**src/hw/ssb_pkg.sv**
```systemverilog
// Purpose: Shared constants for the buffered synchronous serial unit.
// Assumes: 32-bit Avalon-MM register bus, 250 MHz system clock.
// Notes: Offsets are byte addresses of aligned words.
package ssb_pkg;
    localparam int CLK_PERIOD_NS = 4;
    localparam int SCK_HALF_NS = 24;
    localparam int SCK_HALF_CYC_I = (SCK_HALF_NS + CLK_PERIOD_NS - 1)
        / CLK_PERIOD_NS;
    localparam logic [3:0] SCK_HALF_CYC = SCK_HALF_CYC_I[3:0];
    localparam int FIFO_DEPTH = 4;
    localparam int FIFO_WIDTH = 33;

    localparam logic [4:0] OFS_CTRL = 5'h00;
    localparam logic [4:0] OFS_STATUS = 5'h04;
    localparam logic [4:0] OFS_TXDATA = 5'h08;
    localparam logic [4:0] OFS_RXDATA = 5'h0c;

    localparam int CTRL_LEN_LSB = 0;
    localparam int CTRL_TXEN_BIT = 2;
    localparam int CTRL_RXEN_BIT = 3;
    localparam int ST_TX_BUFFER_EMPTY_FLAG_BIT = 0;
    localparam int ST_RX_BUFFER_FULL_FLAG_BIT = 1;
    localparam int ST_OVERRUN_ERROR_FLAG_BIT = 2;
    localparam int ST_TRANSMIT_END_FLAG_BIT = 3;

    localparam logic [1:0] LEN_16 = 2'h1;
    localparam logic [1:0] LEN_32 = 2'h2;
    localparam logic [1:0] LEN_RESET = 2'h1;
    localparam logic [3:0] MASK_16 = 4'h3;
    localparam logic [3:0] MASK_32 = 4'hf;
    localparam logic [5:0] BITS_16 = 6'h10;
    localparam logic [5:0] BITS_32 = 6'h20;
endpackage

```
**src/hw/ssb_stream_if.sv**
```systemverilog
// Purpose: Valid/ready word stream between the unit and its FIFO.
// Assumes: Source holds data stable while valid is high and ready low.
// Notes: One word moves on each edge with valid and ready both high.
`timescale 1ns/1ps
interface ssb_stream_if #(parameter int W = 33);
    logic valid;
    logic ready;
    logic [W-1:0] data;
    modport src (output valid, output data, input ready);
    modport snk (input valid, input data, output ready);
endinterface

```
**src/hw/ssb_fifo.sv**
```systemverilog
// Purpose: Small flip-flop FIFO for queued transmit frames.
// Assumes: DEPTH is a power of two.
// Notes: Ready and valid reflect true full and empty.
`timescale 1ns/1ps
module ssb_fifo #(
    parameter int W = 33,
    parameter int DEPTH = 4
) (
    input wire logic i_clk,
    input wire logic i_arst_n,
    ssb_stream_if.snk in_s,
    ssb_stream_if.src out_s
);
    localparam int AW = $clog2(DEPTH);
    logic [W-1:0] mem [DEPTH];
    logic [W-1:0] next_mem [DEPTH];
    logic [AW-1:0] wr_ptr, rd_ptr, next_wr_ptr, next_rd_ptr;
    logic [AW:0] count, next_count;
    logic push, pop;

    assign in_s.ready = (count != (AW+1)'(DEPTH));
    assign out_s.valid = (count != '0);
    assign out_s.data = mem[rd_ptr];
    assign push = in_s.valid && in_s.ready;
    assign pop = out_s.valid && out_s.ready;

    always_comb begin
        next_mem = mem;
        next_wr_ptr = wr_ptr;
        next_rd_ptr = rd_ptr;
        next_count = count;
        if (push) begin
            next_mem[wr_ptr] = in_s.data;
            next_wr_ptr = wr_ptr + 1'b1;
        end
        if (pop) begin
            next_rd_ptr = rd_ptr + 1'b1;
        end
        if (push && !pop) begin
            next_count = count + 1'b1;
        end else if (pop && !push) begin
            next_count = count - 1'b1;
        end
    end

    genvar gi;
    generate
        for (gi = 0; gi < DEPTH; gi++) begin : g_ent
            always_ff @(posedge i_clk or negedge i_arst_n) begin
                if (!i_arst_n) begin
                    mem[gi] <= '0;
                end else begin
                    mem[gi] <= next_mem[gi];
                end
            end
        end
    endgenerate

    always_ff @(posedge i_clk or negedge i_arst_n) begin
        if (!i_arst_n) begin
            wr_ptr <= '0;
            rd_ptr <= '0;
            count <= '0;
        end else begin
            wr_ptr <= next_wr_ptr;
            rd_ptr <= next_rd_ptr;
            count <= next_count;
        end
    end
endmodule

```
**src/hw/ssb_top.sv**
```systemverilog
// Purpose: Buffered synchronous serial unit with Avalon-MM registers.
// Assumes: Unit is link master; serial clock is divided from i_clk.
// Notes: Full frames queue in a FIFO ahead of the shift register.
//
// Our own choices: the placing of the registers and the Avalon-MM interface to the registers.
`timescale 1ns/1ps
module ssb_top (
    input wire logic i_clk,
    input wire logic i_arst_n,
    input wire logic [4:0] i_address,
    input wire logic i_read,
    input wire logic i_write,
    input wire logic [3:0] i_byteenable,
    input wire logic [31:0] i_writedata,
    output logic [31:0] o_readdata,
    output logic o_waitrequest,
    output logic o_sck,
    output logic o_mosi,
    output logic o_cs_n,
    input wire logic i_miso
);
    typedef enum logic [0:0] {
        SSB_IDLE = 1'b0,
        SSB_SHIFT = 1'b1
    } ssb_state_e;

    ssb_stream_if #(.W(ssb_pkg::FIFO_WIDTH)) push_s ();
    ssb_stream_if #(.W(ssb_pkg::FIFO_WIDTH)) pop_s ();

    ssb_fifo #(
        .W(ssb_pkg::FIFO_WIDTH),
        .DEPTH(ssb_pkg::FIFO_DEPTH)
    ) u_ssb_fifo (
        .i_clk(i_clk),
        .i_arst_n(i_arst_n),
        .in_s(push_s),
        .out_s(pop_s)
    );

    logic [1:0] frame_length_sel, next_frame_length_sel;
    logic transmit_enable_bit, next_transmit_enable_bit;
    logic receive_enable_bit, next_receive_enable_bit;
    logic tx_buffer_empty_flag, next_tx_buffer_empty_flag;
    logic rx_buffer_full_flag, next_rx_buffer_full_flag;
    logic overrun_error_flag, next_overrun_error_flag;
    logic transmit_end_flag, next_transmit_end_flag;
    logic [31:0] tx_buf, next_tx_buf;
    logic [3:0] tx_loaded, next_tx_loaded;
    logic [31:0] rx_buf, next_rx_buf;
    logic waitreq, next_waitreq;
    logic [31:0] rdata, next_rdata;
    ssb_state_e state, next_state;
    logic [31:0] serial_shift_reg, next_serial_shift_reg;
    logic [5:0] bit_cnt, next_bit_cnt;
    logic [3:0] div_cnt, next_div_cnt;
    logic sck, next_sck;
    logic cs_n, next_cs_n;
    logic rx_bit, next_rx_bit;
    logic cur_32, next_cur_32;
    logic miso_s1, miso_s2;

    logic fire, rd_fire, wr_fire;
    logic [3:0] need_mask;
    logic [3:0] lanes_loaded;
    logic [31:0] packed_tx;
    logic [31:0] captured;
    logic tick, frame_done;

    assign o_readdata = rdata;
    assign o_waitrequest = waitreq;
    assign o_sck = sck;
    assign o_mosi = serial_shift_reg[31];
    assign o_cs_n = cs_n;

    // A full tx buffer is offered to the FIFO; it stays put while full.
    assign push_s.valid = !tx_buffer_empty_flag;
    assign push_s.data = {(frame_length_sel == ssb_pkg::LEN_32), packed_tx};
    assign pop_s.ready = (state == SSB_IDLE) && transmit_enable_bit;

    // Waitrequest is low for one cycle; that edge commits the access.
    assign fire = (i_read || i_write) && !waitreq;
    assign rd_fire = fire && i_read;
    assign wr_fire = fire && i_write;
    assign tick = (div_cnt == ssb_pkg::SCK_HALF_CYC - 4'h1);
    assign frame_done = (state == SSB_SHIFT) && tick && sck
        && (bit_cnt == 6'h01);
    assign captured = {serial_shift_reg[30:0], rx_bit};

    always_comb begin
        need_mask = ssb_pkg::MASK_16;
        if (frame_length_sel == ssb_pkg::LEN_32) begin
            need_mask = ssb_pkg::MASK_32;
        end
        // Byte 0 sits at the top so it leaves first, MSB first.
        packed_tx = {tx_buf[7:0], tx_buf[15:8], 16'h0000};
        if (frame_length_sel == ssb_pkg::LEN_32) begin
            packed_tx = {tx_buf[7:0], tx_buf[15:8], tx_buf[23:16],
                tx_buf[31:24]};
        end
    end

    always_comb begin
        next_frame_length_sel = frame_length_sel;
        next_transmit_enable_bit = transmit_enable_bit;
        next_receive_enable_bit = receive_enable_bit;
        next_tx_buffer_empty_flag = tx_buffer_empty_flag;
        next_rx_buffer_full_flag = rx_buffer_full_flag;
        next_overrun_error_flag = overrun_error_flag;
        next_transmit_end_flag = transmit_end_flag;
        next_tx_buf = tx_buf;
        next_tx_loaded = tx_loaded;
        next_rx_buf = rx_buf;
        next_waitreq = 1'b1;
        next_rdata = rdata;
        lanes_loaded = tx_loaded;
        if ((i_read || i_write) && waitreq) begin
            next_waitreq = 1'b0;
            next_rdata = 32'h0000_0000;
            case (i_address)
                ssb_pkg::OFS_CTRL: begin
                    next_rdata[ssb_pkg::CTRL_LEN_LSB +: 2] = frame_length_sel;
                    next_rdata[ssb_pkg::CTRL_TXEN_BIT] = transmit_enable_bit;
                    next_rdata[ssb_pkg::CTRL_RXEN_BIT] = receive_enable_bit;
                end
                ssb_pkg::OFS_STATUS: begin
                    next_rdata[ssb_pkg::ST_TX_BUFFER_EMPTY_FLAG_BIT] = tx_buffer_empty_flag;
                    next_rdata[ssb_pkg::ST_RX_BUFFER_FULL_FLAG_BIT] = rx_buffer_full_flag;
                    next_rdata[ssb_pkg::ST_OVERRUN_ERROR_FLAG_BIT] = overrun_error_flag;
                    next_rdata[ssb_pkg::ST_TRANSMIT_END_FLAG_BIT] = transmit_end_flag;
                end
                ssb_pkg::OFS_TXDATA: begin
                    next_rdata = tx_buf;
                end
                ssb_pkg::OFS_RXDATA: begin
                    next_rdata = rx_buf;
                end
                default: begin
                    next_rdata = 32'h0000_0000;
                end
            endcase
        end
        if (wr_fire && i_address == ssb_pkg::OFS_CTRL && i_byteenable[0]) begin
            next_frame_length_sel = i_writedata[ssb_pkg::CTRL_LEN_LSB +: 2];
            next_transmit_enable_bit = i_writedata[ssb_pkg::CTRL_TXEN_BIT];
            next_receive_enable_bit = i_writedata[ssb_pkg::CTRL_RXEN_BIT];
        end
        if (wr_fire && i_address == ssb_pkg::OFS_STATUS && i_byteenable[0]) begin
            if (i_writedata[ssb_pkg::ST_OVERRUN_ERROR_FLAG_BIT]) begin
                next_overrun_error_flag = 1'b0;
            end
            if (i_writedata[ssb_pkg::ST_TRANSMIT_END_FLAG_BIT]) begin
                next_transmit_end_flag = 1'b0;
            end
        end
        // Lanes are ignored while a loaded frame waits for FIFO room.
        if (wr_fire && i_address == ssb_pkg::OFS_TXDATA
            && tx_buffer_empty_flag) begin
            for (int i = 0; i < 4; i++) begin
                if (i_byteenable[i]) begin
                    next_tx_buf[8*i +: 8] = i_writedata[8*i +: 8];
                    lanes_loaded[i] = 1'b1;
                end
            end
            next_tx_loaded = lanes_loaded;
            if ((lanes_loaded & need_mask) == need_mask) begin
                next_tx_buffer_empty_flag = 1'b0;
            end
        end
        if (push_s.valid && push_s.ready) begin
            next_tx_loaded = 4'h0;
            next_tx_buffer_empty_flag = 1'b1;
        end
        // The read clears full; a frame landing the same edge wins.
        if (rd_fire && i_address == ssb_pkg::OFS_RXDATA) begin
            next_rx_buffer_full_flag = 1'b0;
        end
        if (frame_done) begin
            if (tx_buffer_empty_flag && !pop_s.valid) begin
                next_transmit_end_flag = 1'b1;
            end
            if (receive_enable_bit) begin
                if (rx_buffer_full_flag && !(rd_fire
                    && i_address == ssb_pkg::OFS_RXDATA)) begin
                    // Unread data is kept; the new frame is lost.
                    next_overrun_error_flag = 1'b1;
                end else begin
                    next_rx_buffer_full_flag = 1'b1;
                    if (cur_32) begin
                        next_rx_buf = {captured[7:0], captured[15:8],
                            captured[23:16], captured[31:24]};
                    end else begin
                        next_rx_buf = {16'h0000, captured[7:0],
                            captured[15:8]};
                    end
                end
            end
        end
    end

    always_comb begin
        next_state = state;
        next_serial_shift_reg = serial_shift_reg;
        next_bit_cnt = bit_cnt;
        next_div_cnt = div_cnt;
        next_sck = sck;
        next_cs_n = cs_n;
        next_rx_bit = rx_bit;
        next_cur_32 = cur_32;
        case (state)
            SSB_IDLE: begin
                next_sck = 1'b0;
                next_cs_n = 1'b1;
                next_div_cnt = 4'h0;
                if (pop_s.valid && pop_s.ready) begin
                    next_serial_shift_reg = pop_s.data[31:0];
                    next_cur_32 = pop_s.data[32];
                    next_bit_cnt = pop_s.data[32] ? ssb_pkg::BITS_32
                        : ssb_pkg::BITS_16;
                    next_cs_n = 1'b0;
                    next_state = SSB_SHIFT;
                end
            end
            SSB_SHIFT: begin
                next_div_cnt = div_cnt + 4'h1;
                if (tick) begin
                    next_div_cnt = 4'h0;
                    if (!sck) begin
                        next_sck = 1'b1;
                        next_rx_bit = miso_s2;
                    end else begin
                        next_sck = 1'b0;
                        next_serial_shift_reg = captured;
                        next_bit_cnt = bit_cnt - 6'h01;
                        if (bit_cnt == 6'h01) begin
                            // Select lifts for a cycle so the far end sees
                            // every frame start on a fresh select edge.
                            next_cs_n = 1'b1;
                            next_state = SSB_IDLE;
                        end
                    end
                end
            end
            default: begin
                next_state = SSB_IDLE;
            end
        endcase
    end

    always_ff @(posedge i_clk or negedge i_arst_n) begin
        if (!i_arst_n) begin
            frame_length_sel <= ssb_pkg::LEN_RESET;
            transmit_enable_bit <= 1'b0;
            receive_enable_bit <= 1'b0;
            tx_buffer_empty_flag <= 1'b1;
            rx_buffer_full_flag <= 1'b0;
            overrun_error_flag <= 1'b0;
            transmit_end_flag <= 1'b0;
            tx_buf <= 32'h0000_0000;
            tx_loaded <= 4'h0;
            rx_buf <= 32'h0000_0000;
            waitreq <= 1'b1;
            rdata <= 32'h0000_0000;
            state <= SSB_IDLE;
            serial_shift_reg <= 32'h0000_0000;
            bit_cnt <= 6'h00;
            div_cnt <= 4'h0;
            sck <= 1'b0;
            cs_n <= 1'b1;
            rx_bit <= 1'b0;
            cur_32 <= 1'b0;
            miso_s1 <= 1'b0;
            miso_s2 <= 1'b0;
        end else begin
            frame_length_sel <= next_frame_length_sel;
            transmit_enable_bit <= next_transmit_enable_bit;
            receive_enable_bit <= next_receive_enable_bit;
            tx_buffer_empty_flag <= next_tx_buffer_empty_flag;
            rx_buffer_full_flag <= next_rx_buffer_full_flag;
            overrun_error_flag <= next_overrun_error_flag;
            transmit_end_flag <= next_transmit_end_flag;
            tx_buf <= next_tx_buf;
            tx_loaded <= next_tx_loaded;
            rx_buf <= next_rx_buf;
            waitreq <= next_waitreq;
            rdata <= next_rdata;
            state <= next_state;
            serial_shift_reg <= next_serial_shift_reg;
            bit_cnt <= next_bit_cnt;
            div_cnt <= next_div_cnt;
            sck <= next_sck;
            cs_n <= next_cs_n;
            rx_bit <= next_rx_bit;
            cur_32 <= next_cur_32;
            miso_s1 <= i_miso;
            miso_s2 <= miso_s1;
        end
    end
endmodule

```
**config.mk**
```make
export PLATFORM = sky130hd
export DESIGN_NAME = ssb_top
export DESIGN_NICKNAME = d
export VERILOG_FILES = /design/src/hw/ssb_pkg.sv /design/src/hw/ssb_stream_if.sv /design/src/hw/ssb_fifo.sv /design/src/hw/ssb_top.sv
export SDC_FILE = /design/constraint.sdc
export NUM_CORES = 1
export LEC_CHECK = 0
export ABC_CLOCK_PERIOD_IN_PS = 2800
export BUFFER_PORTS_ARGS = -buffer_cell sky130_fd_sc_hd__buf_2
export CORE_UTILIZATION = 50
export DETAILED_ROUTE_END_ITERATION = 16
export GPL_TIMING_DRIVEN = 0
export PLACE_DENSITY = 0.71
export SYNTH_ARGS = -nofsm -noshare
export SYNTH_HDL_FRONTEND = slang
export SYNTH_SLANG_ARGS = --single-unit
```
**constraint.sdc**
```tcl
create_clock -name i_clk -period 2.8 [get_ports i_clk]
set_input_delay 0.28 -clock i_clk [delete_from_list [all_inputs] [get_ports i_clk]]
set_output_delay 0.28 -clock i_clk [all_outputs]
set_load 0.01 [all_outputs]
```
# Word-level counts from Yosys, hierarchy flattened
# Index checks and enable logic that the tools add are counted.
word_totals:
  wordCells: 167
  register_bits: 297
  input_bits: 46
op_classes:
  n_lt_le_gt_ge: 3
  n_eq_ne: 12
  n_addsub: 6
  bitwise: 6
  mux: 64
  n_reduce_logical: 44
ops:
  columns: ["operator", "n"]
  rows:
  - ["$bwmux 132", 1]
  - ["$mux 32", 4]
  - ["$mux 33", 3]
  - ["$bmux 33 s2", 1]
  - ["$demux 33 s2", 1]
  - ["$pmux 32 s2", 1]
  - ["$pmux 28 s2", 1]
  - ["$mux 1", 35]
  - ["$mux 6", 4]
  - ["$logic_and 1x1->1", 22]
  - ["$mux 16", 1]
  - ["$mux 4", 4]
  - ["$pmux 4 s4", 1]
  - ["$pmux 6 s2", 1]
  - ["$reduce_and 2->1", 6]
  - ["$reduce_and 3->1", 4]
  - ["$eq 5x4->1 const B", 2]
  - ["$ne 2x1->1 const B", 4]
  - ["$pmux 4 s2", 1]
  - ["$eq 6x1->1 const B", 1]
  - ["$ge 3x3->1 const B", 2]
  - ["$logic_not 1->1", 6]
  - ["$mux 3", 2]
  - ["$not 2->3", 2]
  - ["18 further kinds", 25]

# Logic depth before layout (Yosys ltp)
depth:
  ltp_word: 11
  depth_mapped: 10
  mapped_depth_nobuf: 9

# Hierarchy
# Synthesis repeated with hierarchy kept, for this count alone.
hier_totals:
  cells_unflattened: 993
  area_unflattened_um2: 13683.1
modules_own_cells:
  columns: ["module", "cells_per_inst", "instances", "area_each_um2"]
  rows:
  - ["ssb_top", 636, 1, 6944.2]
  - ["ssb_fifo", 357, 1, 6739.0]

# Worst setup path after synthesis
# Ideal clock, no wire load.
synth_timing:
  path_type: "reg-to-reg"
  startpoint: "register u_ssb_fifo.count[1]"
  endpoint: "register u_ssb_fifo.count[1]"
  setup_ps: 125
  stages_incl_launch_ff: 8
  synth_period_minus_slack_ps: 2318
  arrival_ps: 2193
  slack_ps: 482
  path_buffers: 1
  path_cell_list: "dfrtp_1 -> or3b_2 -> and2_1 -> clkbuf_1 -> ha_1 -> inv_1 -> fa_1 -> mux2_2"
synth_via:
  elab_chain_len: 5
  word_cells_on_any_way: 13
synth_rtl:
  columns: ["element", "line_no", "text"]
  rows:
  - ["start: declaration", "ssb_fifo.sv:18", "logic [AW:0] count, next_count;"]
  - ["start signal: assignment", "ssb_fifo.sv:67", "count <= next_count;"]
  - ["branches (longest 4 deep; another with $sub 3x1->3)", null, null]
  - ["$mux 3 *", "ssb_fifo.sv:39", "if (push && !pop) begin"]
  - ["net u_ssb_fifo.next_count[1]", "ssb_fifo.sv:18", null]
# Mark *: on every way through the listed nets, which the timed path passes. The select of a mux whose other input is x is not followed.
# A chain may end at the register's enable or synchronous reset.

# Final worst setup path
layout_timing:
  startpoint: "register u_ssb_fifo.count[1]"
  endpoint: "register u_ssb_fifo.count[2]"
layout_via:
  elab_chain_len: 5
  word_cells_on_any_way: 13
layout_rtl:
  columns: ["element"]
  rows:
  - ["branches (longest 5 deep; another with $sub 3x1->3)"]
# Parallel ways; which one is timed is not known. The select of a mux whose other input is x is not followed.

==> flow_results.org <==
** Outcome
- The flow ran to the end, and the final reports show no timing, DRC or antenna violations.

** Clock network
- Clock-pin slew of the registers on the worst-case setup and hold paths :: around 0.060 ns
- The clock passes through at most 3 buffers.
- Cell at the root of the clock tree :: sky130_fd_sc_hd__clkbuf_16
- In this run, CTS created clock tree buffers numbering 30.
- Clock tree sinks :: 297
- The later pin in the worst-skew pair is clocked with a latency of 0.55 ns.
- H-tree level count :: 1
- TritonCTS built the clock tree.

** Hold path
- The worst hold path terminates at tx_buf[2]$_DFFE_PN0P_.
- The worst hold path begins at i_writedata[2].
- Hold Crit Depth :: 2
- Classification of the worst-slack hold path :: in -> reg

** Final layout
- Number of nets in the final layout :: about 1.3k
- Final antenna diode count :: 0
- Sequential standard cell area :: 0.00744 mm^2
- Fraction of layout instances using a drive strength above 1 :: 26.1%
- Layout fillers :: 1971
- Most frequent cells in the layout :: 293 x sky130_fd_sc_hd__dfrtp_1, 145 x sky130_fd_sc_hd__nand2_1, 134 x sky130_fd_sc_hd__mux2_2
- Signed area change from the synthesized netlist to the final layout :: 17.6%
- Commonest non-fill, non-tap cell in the layout :: sky130_fd_sc_hd__dfrtp_1
- The register with the most flip-flops in the layout has around 130 of them.
- Summing all multi-input logic gate instances after layout gives 0.00499 mm^2.
- Final cell count without fillers :: ~1.6k
- Reg with most FFs :: u_ssb_fifo.mem

** Critical path
- At the worst endpoint, the arrival time is 3.15 ns.
- Logic depth of the worst register-to-register path :: 10
- Of all nets on the critical path, the largest fanout is 10.
- The worst setup path is launched from a flop.
- The worst register-to-register path has a setup slack of between 0.1 and 0.15 ns.
- Critical path class :: reg -> reg
- Crit path capture type :: flop
- Required @ worst endpoint :: around 3.3 ns
- Worst reg2reg path endpoint :: u_ssb_fifo.count[2]$_DFFE_PN0P_
- Worst reg2reg path startpoint :: u_ssb_fifo.count[1]$_DFFE_PN0P_

** Placement
- Quantity of I/O buffers inserted on ports :: 80
- At the end of routability-driven placement, the weighted congestion stood at around 0.85.
- Placed Instances :: 1459
- Once detailed placement completed, the half-perimeter wirelength came to roughly 22000 um.
- Worst-case setup slack after placement :: -0.110 ns

** Logic synthesis
- Count of distinct cell types in the synthesized netlist :: 50
- For this run, the register share of the synthesized area comes to 58.3%.
- The number of nets in the synthesized netlist is 1103.
- Prevailing post-synth register cell :: sky130_fd_sc_hd__dfrtp_1
- Proportion of synthesized flip-flops having asynchronous set or reset :: between 90% and 100%
- Area contributors post-synth :: sky130_fd_sc_hd__dfrtp_1 57%, sky130_fd_sc_hd__mux2_2 12%, sky130_fd_sc_hd__mux4_2 5.8%
- After synthesis, the mean cell area works out to between 10 and 15 um^2.
- Post-Syn Area :: 0.0128 mm^2
- After synthesis the netlist holds a flip-flop and latch count of 297.
- Cell type with the highest aggregate area in the netlist :: sky130_fd_sc_hd__dfrtp_1
- Warnings from Yosys :: 0
- Synthesis produced a netlist whose cell count is 1047.
- Number of enable-type register cells in the synthesized netlist :: 0
- Share of the synthesized area in the top cell type :: 57.5%

** Route
- Initial DRT Pass Iterations :: 5
- After detailed routing, the total wire length is 31400 um.
- Ratio of routed vias to standard cells :: 5.69
- Dividing the detail-routed wire length by the instance count gives 20.2 um.
- The count of nets left with antenna violations once routing finished came out at 0.
- In the detailed route, the total length drawn on met2 is 14600 um.
- DRC violation total after the first TritonRoute iteration :: 830
- Summed over all nets, wire length on met3 after detailed routing comes to 2030 um.
- Number of remaining DRC errors :: 0
- The routed layout has approximately 8.8k vias.
- Routed length on met1 :: 13500 um
- Highest Signal Layer :: met4

** Global routing
- Total global routing overflow :: 0
- Entering global routing, the biggest net connects between 100 and 150 pins.
- Global routing consumed, over all layers together, 24.4% of the routing resources.
- The first global-routing pass estimated 49100 um of wire.
- Initial antenna violation count :: 0
- The via count of the first global-routing pass came to 8811.

** Pwr
- Fraction of power consumed by the clock network :: 35.9%
- The internal portion of the total power is 8.00 mW.
- In this run the power density over the cells is 743 mW/mm^2.
- Switching fraction of total power :: between 20% and 30%
- Sw Pwr :: 3.15 mW
- In this run, the combinational gates consume 16.3% of the power.
- In this run, flip-flops and latches consume a little under half of the power.
- Leak pwr :: around 7 nW
- Maximum resistive drop on vdd :: about 0.57 mV

** Die
- Die extent in x :: 162 um
- In this run the vertical extent of the chip is 162 um.
- Core outline area :: 0.0251 mm^2
- Number of placed I/O pins :: between 80 and 90
- Starting utilization of the core area :: 50.8%
- Die Outline Area :: about 0.026 mm^2
- Number of rows in the core area :: 58

** STA
- Once routing completed, OpenROAD measured the worst setup slack at 0.128 ns.
- Pin slew with the least headroom to its limit :: 1.20 ns
- The final max-slew violation count is 0.
- Unrepaired setup endpoints after global routing :: false
- Clk_skew :: 0.0144 ns
- Crit share post-route :: a little over nine tenths
- Relative max-transition margin :: 19.5%
- Static timing analysis puts the maximum clock frequency at 0.374 GHz.
- Final Hold Violating Endpoints :: 0
- For the final routed database, the setup TNS stands at 0 ns.
- Setup violations remaining at the end of the flow were counted as 0.
- After layout, the minimum clock period comes to 2.67 ns.

** Flow run
- Maxcap violations :: 0
how the worst max path moves through the flow:
stage                                                from                              end  slack (ns)  cells after the start
after floorplan           u_ssb_fifo.count[1]$_DFFE_PN0P_  u_ssb_fifo.count[1]$_DFFE_PN0P_        0.48                      7
after global placement                           i_arst_n   u_ssb_fifo.mem[63]$_DFFE_PN0P_       -4.03                      1
after detailed placement                  state$_DFF_PN0_  u_ssb_fifo.count[1]$_DFFE_PN0P_       -0.11                      8
after CTS                            div_cnt[1]$_DFF_PN0_           rx_buf[10]$_DFFE_PN0P_        0.13                      9
after global routing      u_ssb_fifo.count[0]$_DFFE_PN0P_  u_ssb_fifo.count[2]$_DFFE_PN0P_        0.02                     10
final                     u_ssb_fifo.count[1]$_DFFE_PN0P_  u_ssb_fifo.count[2]$_DFFE_PN0P_        0.13                     10
synthesized netlist by cell type (5+ instances only):
cell type and n:
sky130_fd_sc_hd__a21oi_1 6, sky130_fd_sc_hd__buf_1 10, sky130_fd_sc_hd__clkbuf_1 48, sky130_fd_sc_hd__dfrtp_1 293, sky130_fd_sc_hd__ha_1 9, sky130_fd_sc_hd__inv_1 17, sky130_fd_sc_hd__mux2_2 134, sky130_fd_sc_hd__mux2i_1 29
sky130_fd_sc_hd__mux4_2 33, sky130_fd_sc_hd__nand2_1 145, sky130_fd_sc_hd__nand3_1 10, sky130_fd_sc_hd__nor2_1 76, sky130_fd_sc_hd__nor3_1 5, sky130_fd_sc_hd__o21ai_0 128, sky130_fd_sc_hd__o21ai_1 11, sky130_fd_sc_hd__o22ai_1 35
sky130_fd_sc_hd__xnor2_1 5
power by group through the flow:
stage               combinational (mW)  clock (mW)  sequential, mW
global route                      2.01        4.24            5.37
finish                            1.82        4.01            5.32
CTS                               1.86        4.07            5.29
global placement                  1.75           0            5.35
detailed placement                1.81           0            5.36
floorplan                         1.30           0            5.13
cell families (layout without fill, tap and decap cells):
family | after synthesis | after routing | share of synthesized area, %
DFF | 297 | 297 | 58.3
and+or+nand+nor | 256 | 256 | 8.36
muxes | 200 | 200 | 20.8
AOI/OAI and AO/OA | 194 | 194 | 8.29
buffers and inverters | 81 | 254 | 2.64
adders and majority gates | 10 | 10 | 1.04
xor gates and xnor gates | 9 | 9 | 0.618
layer usage:
| layer | track usage (%) | up-vias |
|---|---|---|
| met5 | 0 | - |
| met4 | 9.48 | 0 |
| met3 | 4.39 | 59 |
| met2 | 38.2 | 322 |
| met1 | 34.1 | 4454 |
| li1 | - | 3984 |
stage by stage:
stage	power, mW	utilization (%)	cell area [um^2]	hold WS, ns
final	11.2	59.7	15000	0.0204
after floorplan	6.43	-	12800	-0.0156
after CTS	11.2	59.7	15000	0.000123
after global placement	7.10	54.0	13600	0.350
after detailed placement	7.17	54.3	13600	0.299
after global routing	11.6	59.7	15000	0.0288
critical path, stage by stage, from the launching register on:
cell	delay, ns
sky130_fd_sc_hd__dfrtp_1	0.43
sky130_fd_sc_hd__nor3_2	0.37
sky130_fd_sc_hd__nor3_2	0.18
sky130_fd_sc_hd__inv_1	0.10
sky130_fd_sc_hd__clkbuf_1	0.38
sky130_fd_sc_hd__ha_1	0.27
sky130_fd_sc_hd__inv_1	0.07
sky130_fd_sc_hd__fa_1	0.37
sky130_fd_sc_hd__xor2_1	0.17
sky130_fd_sc_hd__nor2_1	0.11
sky130_fd_sc_hd__xor2_1	0.14
final cells by class:
class	count	area share, %
Clock buffer	48	6.26
Buffer	63	1.79
Tap cell	330	2.75
Multi-Input combinational cell	669	33.3
Sequential cell	297	49.6
Inverter	17	0.425
Timing Repair Buffer	118	5.46
Clock inverter	8	0.450
what timing repair did:
| item | CTS | global route |
|---|---|---|
| resized for setup | 2 | 0 |
| pin swaps | 0 | 1 |
| endpoints found under the setup margin | 2 | 10 |
| endpoints found under the hold margin | 110 | 0 |
| cloned | 0 | 0 |
| hold buffers | 33 | 0 |
| setup buffers | 0 | 3 |
Note: power is estimated with default switching activity, not from simulation.
